## config.mk

```make
export PLATFORM = sky130hd
export DESIGN_NAME = i2c_gpio_expander_8bit
export DESIGN_NICKNAME = d
export VERILOG_FILES = /design/src/shared/gpio_expander_pkg.sv /design/src/design/i2c_gpio_expander_8bit.sv
export SDC_FILE = /design/constraint.sdc
export NUM_CORES = 1
export LEC_CHECK = 0
export BUFFER_PORTS_ARGS = -buffer_cell sky130_fd_sc_hd__buf_4
export CORE_MARGIN = 5
export CORE_UTILIZATION = 42
export DETAILED_ROUTE_END_ITERATION = 12
export PLACE_DENSITY = 0.61
export SLEW_MARGIN = 20
export SYNTH_ARGS = -nofsm -noshare
export SYNTH_HDL_FRONTEND = slang
export SYNTH_SLANG_ARGS = --single-unit
export TNS_END_PERCENT = 1
```

## constraint.sdc

```tcl
create_clock -name clk -period 2.2 [get_ports clk]
set_input_delay 0.22 -clock clk [delete_from_list [all_inputs] [get_ports clk]]
set_output_delay 0.22 -clock clk [all_outputs]
set_load 0.01 [all_outputs]
```

## src/shared/gpio_expander_pkg.sv

```systemverilog
package gpio_expander_pkg;
	localparam int          PORT_WIDTH      = 8;
	localparam logic [4:0]  ADDR_UPPER      = 5'h1C;
	localparam logic [1:0]  SEL_INPUT       = 2'h0;
	localparam logic [1:0]  SEL_LATCH       = 2'h1;
	localparam logic [1:0]  SEL_INVERT      = 2'h2;
	localparam logic [1:0]  SEL_DIRECTION   = 2'h3;
	localparam int          CMD_SEL_LSB     = 0;
	localparam int          CMD_SEL_MSB     = 1;
	localparam logic [7:0]  LATCH_RESET     = 8'hFF;
	localparam logic [7:0]  INVERT_RESET    = 8'h00;
	localparam logic [7:0]  DIRECTION_RESET = 8'hFF;
	localparam logic [7:0]  POINTER_RESET   = 8'h00;
	localparam int          FILTER_LEN      = 3;
endpackage

```

## src/design/i2c_gpio_expander_8bit.sv

```systemverilog
// Contract
// Input-direction pins have both drivers off, so they float.
// Output-direction pins are driven from the output latch bit.
// Master opens each transaction with start while bus idle.
// Master sends address byte MSB first, direction bit last.
// Matching address is acknowledged low across ninth clock high phase.
// Strap inputs stay unchanged from start to stop.
// One bit per clock; data change during clock high is start/stop.
// Master ends each transaction with stop: data rises while clock high.
// Each byte is followed by an ack; device acks every received byte.
// Transmitter releases data before ack; acker holds it low high phase.
// On master nack the device releases data so a stop can follow.
// Address is 11100 followed by strap bit1 and strap bit0.
// Last address bit 1 means read, 0 means write.
// First byte after write address goes to command pointer.
// Command bits 1:0 pick input, latch, invert or direction register.
// Pointer persists across transactions until a new command byte.
// Input register reads live pin levels; writes to it are ignored.
// Output latch resets to ones; reads return latch, not pins.
// Invert bit 1 reports inverted pin level; resets to zero.
// Direction bit 1 is input, 0 is output; resets to all ones.
// Power-on reset sets registers and bus machine to defaults.
// Master writes command selecting input register before reading it.
// Low reset pin holds registers and bus machine at defaults.
// Input-pin edges assert open-drain active-low interrupt; outputs never.
// Interrupt clears on level return, input read at ack, or stop.
// Write accepts unlimited data bytes into the selected register.
// Clock and data pass synchronisers and glitch filter before use.
module i2c_gpio_expander_8bit
	import gpio_expander_pkg::*;
(
	input  wire logic                  clk,              // system clock, 40 MHz
	input  wire logic                  srst,             // synchronous reset, active high
	input  wire logic                  bus_clk,          // bus clock, clocks only the link_s1/link_s2 pin copy, which is never read
	input  wire logic                  reset_n,          // external reset pin, active low
	input  wire logic                  strap_addr_bit0,  // address strap bit 0
	input  wire logic                  strap_addr_bit1,  // address strap bit 1
	input  wire logic                  scl_in,           // serial clock line level
	input  wire logic                  sda_in,           // serial data line level
	output logic                       sda_oe,           // high pulls data line low
	input  wire logic [PORT_WIDTH-1:0] port_pins_in,     // port pin levels
	output logic      [PORT_WIDTH-1:0] port_pins_out,    // port pin drive value
	output logic      [PORT_WIDTH-1:0] port_pins_oe,     // high while pin driven
	output logic                       int_oe            // high pulls interrupt low
);
	typedef enum logic [2:0] {st_idle, st_addr, st_ack, st_rx, st_tx, st_txack} bus_state_e;

	typedef struct packed {
		logic [1:0]            rst_sync;
		logic [1:0]            scl_sync;
		logic [1:0]            sda_sync;
		logic [FILTER_LEN-1:0] scl_hist;
		logic [FILTER_LEN-1:0] sda_hist;
		logic                  scl_f;
		logic                  sda_f;
		logic [PORT_WIDTH-1:0] pin_s1;
		logic [PORT_WIDTH-1:0] pin_s2;
		logic [1:0]            strap_s1;
		logic [1:0]            strap_s2;
		bus_state_e            state;
		logic [3:0]            bit_cnt;
		logic [7:0]            shift;
		logic                  is_read;
		logic                  have_cmd;
		logic                  ack_drive;
		logic [7:0]            pointer;
		logic [7:0]            latch;
		logic [7:0]            invert;
		logic [7:0]            direction;
		logic [7:0]            snapshot;
		logic                  int_pend;
		logic                  sda_drive;
	} state_s;

	state_s cur;
	state_s next_cur;

	// pin levels are also copied on the bus clock domain, which runs only during frames;
	// this two-stage copy is never read: live_pins comes from pin_s2 in the clk domain
	logic [PORT_WIDTH-1:0] link_s1;
	logic [PORT_WIDTH-1:0] link_s2;

	always_ff @(posedge bus_clk) begin
		link_s1 <= port_pins_in;
		link_s2 <= link_s1;
	end

	logic [PORT_WIDTH-1:0] live_pins;
	logic [7:0]            level_view;
	logic [7:0]            read_data;
	logic                  scl_rise;
	logic                  scl_fall;
	logic                  start_seen;
	logic                  stop_seen;
	logic                  addr_hit;
	logic [7:0]            rx_byte;

	always_comb begin
		// direct pin sampling in clk domain; link copy is never read
		live_pins  = cur.pin_s2;
		level_view = live_pins ^ cur.invert;
		case (cur.pointer[CMD_SEL_MSB:CMD_SEL_LSB])
			SEL_INPUT:     read_data = level_view;
			SEL_LATCH:     read_data = cur.latch;
			SEL_INVERT:    read_data = cur.invert;
			SEL_DIRECTION: read_data = cur.direction;
			default:       read_data = level_view;
		endcase
	end

	always_comb begin
		next_cur = cur;
		next_cur.rst_sync = {cur.rst_sync[0], reset_n};
		next_cur.scl_sync = {cur.scl_sync[0], scl_in};
		next_cur.sda_sync = {cur.sda_sync[0], sda_in};
		next_cur.scl_hist = {cur.scl_hist[FILTER_LEN-2:0], cur.scl_sync[1]};
		next_cur.sda_hist = {cur.sda_hist[FILTER_LEN-2:0], cur.sda_sync[1]};
		// glitch filter: a level must hold for the whole history to count
		if (&cur.scl_hist)
			next_cur.scl_f = 1'b1;
		else if (~|cur.scl_hist)
			next_cur.scl_f = 1'b0;
		if (&cur.sda_hist)
			next_cur.sda_f = 1'b1;
		else if (~|cur.sda_hist)
			next_cur.sda_f = 1'b0;
		next_cur.pin_s1 = port_pins_in;
		next_cur.pin_s2 = cur.pin_s1;
		// straps are pins too; static in frames, but still synchronised before use
		next_cur.strap_s1 = {strap_addr_bit1, strap_addr_bit0};
		next_cur.strap_s2 = cur.strap_s1;

		scl_rise   = next_cur.scl_f & ~cur.scl_f;
		scl_fall   = ~next_cur.scl_f & cur.scl_f;
		start_seen = cur.scl_f & next_cur.scl_f & cur.sda_f & ~next_cur.sda_f;
		stop_seen  = cur.scl_f & next_cur.scl_f & ~cur.sda_f & next_cur.sda_f;
		rx_byte    = {cur.shift[6:0], cur.sda_f};
		// full byte sits in shift when the eighth falling clock is seen
		addr_hit   = cur.shift[7:1] == {ADDR_UPPER, cur.strap_s2};

		// an input pin differing from its last reported level pulls the line low
		if (|((live_pins ^ cur.snapshot) & cur.direction))
			next_cur.int_pend = 1'b1;
		else
			next_cur.int_pend = 1'b0;

		if (start_seen) begin
			next_cur.state     = st_addr;
			next_cur.bit_cnt   = 4'h0;
			next_cur.have_cmd  = 1'b0;
			next_cur.sda_drive = 1'b0;
		end else if (stop_seen) begin
			next_cur.state     = st_idle;
			next_cur.sda_drive = 1'b0;
			next_cur.snapshot  = live_pins;
			next_cur.int_pend  = 1'b0;
		end else begin
			case (cur.state)
				st_idle: begin
					next_cur.sda_drive = 1'b0;
				end
				st_addr, st_rx: begin
					if (scl_rise) begin
						next_cur.shift   = rx_byte;
						next_cur.bit_cnt = cur.bit_cnt + 4'h1;
					end
					if (scl_fall && cur.bit_cnt == 4'h8) begin
						next_cur.bit_cnt = 4'h0;
						next_cur.state   = st_ack;
						if (cur.state == st_addr) begin
							next_cur.ack_drive = addr_hit;
							next_cur.is_read   = cur.shift[0];
							if (!addr_hit)
								next_cur.state = st_idle;
						end else begin
							next_cur.ack_drive = 1'b1;
							if (!cur.have_cmd) begin
								next_cur.pointer  = cur.shift;
								next_cur.have_cmd = 1'b1;
							end else begin
								case (cur.pointer[CMD_SEL_MSB:CMD_SEL_LSB])
									SEL_LATCH:     next_cur.latch     = cur.shift;
									SEL_INVERT:    next_cur.invert    = cur.shift;
									SEL_DIRECTION: next_cur.direction = cur.shift;
									default:       next_cur.latch     = cur.latch;
								endcase
							end
						end
						next_cur.sda_drive = addr_hit | (cur.state == st_rx);
					end
				end
				st_ack: begin
					if (scl_fall) begin
						next_cur.bit_cnt = 4'h0;
						if (cur.is_read) begin
							next_cur.state     = st_tx;
							next_cur.shift     = read_data;
							next_cur.sda_drive = ~read_data[7];
						end else begin
							next_cur.state     = st_rx;
							next_cur.sda_drive = 1'b0;
						end
					end
				end
				st_tx: begin
					if (scl_fall) begin
						next_cur.bit_cnt = cur.bit_cnt + 4'h1;
						next_cur.shift   = {cur.shift[6:0], 1'b0};
						if (cur.bit_cnt == 4'h7) begin
							next_cur.state     = st_txack;
							next_cur.sda_drive = 1'b0;
						end else begin
							next_cur.sda_drive = ~cur.shift[6];
						end
					end
				end
				st_txack: begin
					if (scl_rise && cur.pointer[CMD_SEL_MSB:CMD_SEL_LSB] == SEL_INPUT) begin
						next_cur.snapshot = live_pins;
						next_cur.int_pend = 1'b0;
					end
					if (scl_fall) begin
						if (cur.sda_f) begin
							next_cur.state     = st_idle;
							next_cur.sda_drive = 1'b0;
						end else begin
							next_cur.state     = st_tx;
							next_cur.bit_cnt   = 4'h0;
							next_cur.shift     = read_data;
							next_cur.sda_drive = ~read_data[7];
						end
					end
				end
				default: next_cur.state = st_idle;
			endcase
		end

		if (srst || !cur.rst_sync[1]) begin
			next_cur.state     = st_idle;
			next_cur.bit_cnt   = 4'h0;
			next_cur.shift     = 8'h00;
			next_cur.is_read   = 1'b0;
			next_cur.have_cmd  = 1'b0;
			next_cur.ack_drive = 1'b0;
			next_cur.sda_drive = 1'b0;
			next_cur.pointer   = POINTER_RESET;
			next_cur.latch     = LATCH_RESET;
			next_cur.invert    = INVERT_RESET;
			next_cur.direction = DIRECTION_RESET;
			next_cur.snapshot  = live_pins;
			next_cur.int_pend  = 1'b0;
		end
		if (srst) begin
			next_cur.rst_sync = 2'h3;
			next_cur.scl_sync = 2'h3;
			next_cur.sda_sync = 2'h3;
			next_cur.scl_hist = '1;
			next_cur.sda_hist = '1;
			next_cur.scl_f    = 1'b1;
			next_cur.sda_f    = 1'b1;
			next_cur.pin_s1   = 8'h00;
			next_cur.pin_s2   = 8'h00;
			next_cur.strap_s1 = 2'h0;
			next_cur.strap_s2 = 2'h0;
			next_cur.snapshot = 8'h00;
		end
	end

	always_ff @(posedge clk) begin
		cur <= next_cur;
	end

	always_comb begin
		port_pins_oe  = ~cur.direction;
		port_pins_out = cur.latch & ~cur.direction;
		sda_oe        = cur.sda_drive;
		int_oe        = cur.int_pend;
	end
endmodule

```

==> impl_metrics.ini <==
[grt]
grtUsageTotal_pct = 15.84
grt_pass1_vias = 2885
overflow = 0
grt_pass1_wl_um = 14490
antenna_found_initial = 0
grt_max_degree = 45

[cts]
cts.sinks = 87
root_buffer = clkbuf_8
cts_max_path_buffers = 2
clk_pin_slew_worst_paths_ns = 0.10
clk_latency_ns = 0.37
cts_htree_levels = 3
cts_tree = built
cts_buffers = 9

[placement]
hpwl_um = 6284
place_congestion = 0.8300
io_buffers = 32
dpl_cell_area_um2 = 4399

[setup_path]
arrival_ns = 2.29
slowest_delay_ns = 0.56
cp.required_ns = 2.49
cp_slowest_cell = or4_1
worst_setup_path_end_kind = flip-flop
path_cells = inv_1, ha_1, and3b_1, nand2_1, o211ai_1, or4_1, a21oi_1
crit_type = flip-flop to flip-flop
crit_path_max_fanout = 5
critPathLaunchType = flip-flop

[run_status]
outcome = finished, final reports clean

[cells_and_area]
stdcell_area_um2 = 4602
final_util_pct = 50.04
layout_common_cells = dfxtp_1, buf_4, nand2_1
multi_input_area_um2 = 2033
layout-drive-gt1-share_pct = 18.58
diodes = 0
final_common_cell = dfxtp_1
finalNetCount = 492
register_area_um2 = 1742
area_growth_pct = 16.50
nFillCells = 881

[timing]
fin_setup_tns_ns = 0
fin_crit_ns = 1.995
drv_slew = 0
timing.fmax_mhz = 501.3
slew_headroom_pct = 66.98
clock_skew_ns = 0.01395
grt_setup_unrepaired = no
timing.final.crit_share_pct = 90.68
finalSetupViolCount = 0
worst_pin_slew_ns = 0.4884
final-hold-violation-count = 0

[floorplan]
die_area_um2 = 11440
dieWidth_um = 107.0
fp.dieH_um = 107.0
io_pins = 34
initial_utilization_pct = 42.95
core_um2 = 9196
rows = 35

[power]
sequentialPowerShare_pct = 56.9
p_int_uw = 2117
power_switching_uw = 737.4
leakage_uw = 0.001791
peakVddDrop_mv = 0.3566
pwr-share-clk_pct = 38.8
p_comb_share_pct = 4.4
power_density_nw_per_um2 = 620.2
sw_frac_of_total_pct = 25.84

[worst_hold_path]
min-delay-path-class = input port to flip-flop

[flow_run]
maxCapViolCount = 0

[synth]
synthFlopType = dfxtp_1
ys_types = 52
synth.yosys.seq_area_share_pct = 44.09
synthArstFlopShare_pct = 0
synthesis.area_um2 = 3950
syn_nets = 451
syn_avg_cell_area_um2 = 9.122
synth.ff_latch_count = 87
yosys_warnings = 0
synthCells = 433
synth-edff-count = 0

[route]
vias = 3106
drt-vias-per-instance = 5.264
drt_iter0_markers = 137
drc = 0
drtAntennaViolNets = 0
routedWlPerCell_um = 14.85
wl_um = 8763
drt_pass1_iterations = 4
per-layer routing:
layer  up-vias  track usage, %  wire [um]
li1       1586               -          -
met1      1440           22.26       4267
met2        70           24.96       3992
met3        10           2.047        379
met4         0           5.662        123
met5         -               0          0
timing repair:
item | CTS | global route
endpoints found under the setup margin | 0 | 1
setup buffers | 0 | 0
hold buffers | 0 | 0
gates resized for setup | 0 | 1
cells in the mapped netlist, types with 12 or more instances:
master,number,area (um2)
xnor2_1,12,105.1
nor2_1,24,90.09
mux2i_1,33,330.3
clkbuf_1,13,48.80
o21ai_0,17,85.08
nor2b_1,35,219.0
inv_1,22,82.58
dfxtp_1,87,1742
or2_2,12,75.07
nand2b_1,12,75.07
a21oi_1,21,105.1
nand2_1,39,146.4
state kept, by name, indices dropped and copies added, names as in the netlist:
signal	count
cur	77
live_pins	8
int_oe	1
sda_oe	1
final timing paths:
kind | from | endpoint | slack (ns) | cells after the start
worst max-delay path | cur[53]$_SDFFE_PP0P_ | cur[54]$_SDFFE_PP0P_ | 0.21 | 7
worst min-delay path | sda_in | cur[88]$_SDFF_PP1_ | 0.04 | 2
worst max register to register | cur[53]$_SDFFE_PP0P_ | cur[54]$_SDFFE_PP0P_ | 0.21 | 7
worst min register to register | cur[88]$_SDFF_PP1_ | cur[89]$_SDFF_PP1_ | 0.42 | 1
stage by stage:
| step | setup WS (ns) | hold slack (ns) | power, uW | std cells |
|---|---|---|---|---|
| 6_report | 0.2050 | 0.03589 | 2854 | 590 |
| 3_5_place_dp | 0.1403 | 0.3961 | 1787 | 574 |
| 2_1_floorplan | 0.3974 | 0.3238 | 1735 | 433 |
| 4_1_cts | 0.1125 | 0.02175 | 2886 | 590 |
| 3_3_place_gp | 0.1833 | 0.3911 | 1783 | 574 |
| 5_1_grt | 0.06775 | 0.02277 | 2973 | 590 |
kinds of logic (layout without fill, tap and decap cells):
kind of cell	count (synthesis)	in the layout	share of synthesized area, %
AND/OR/NAND/NOR	166	166	24.20
flip-flops	87	87	44.09
AO/OA/AOI/OAI	82	82	13.87
buffers and inverters	44	90	4.435
multiplexers	36	36	9.218
XOR/XNOR	16	16	3.548
adder cells (fa/ha/maj)	2	2	0.6334
worst max-delay path: cells and delay by family, from the launching register on:
family	cells	cell delay [ns]
AO/OA/AOI/OAI	2	0.33
buffers and inverters	1	0.08
flip-flops	1	0.38
AND/OR/NAND/NOR	3	0.93
adder cells (fa/ha/maj)	1	0.22
power groups by stage:
stage / logic (uW) / registers, uW / clock network, uW
3_3_place_gp: 125 / 1660 / 0
6_report: 125 / 1620 / 1110
5_1_grt: 140 / 1630 / 1200
2_1_floorplan: 78.5 / 1660 / 0
3_5_place_dp: 127 / 1660 / 0
4_1_cts: 128 / 1620 / 1140
layout make-up:
type	count	share of cell area, %
multi-input combinational	302	44.18
inverter	22	1.794
tap	111	3.018
clock buffer	9	2.692
sequential	87	37.85
timing repair buffer	52	8.755
clock inverter	7	1.713
No activity file was read; power rests on OpenSTA's default activity.
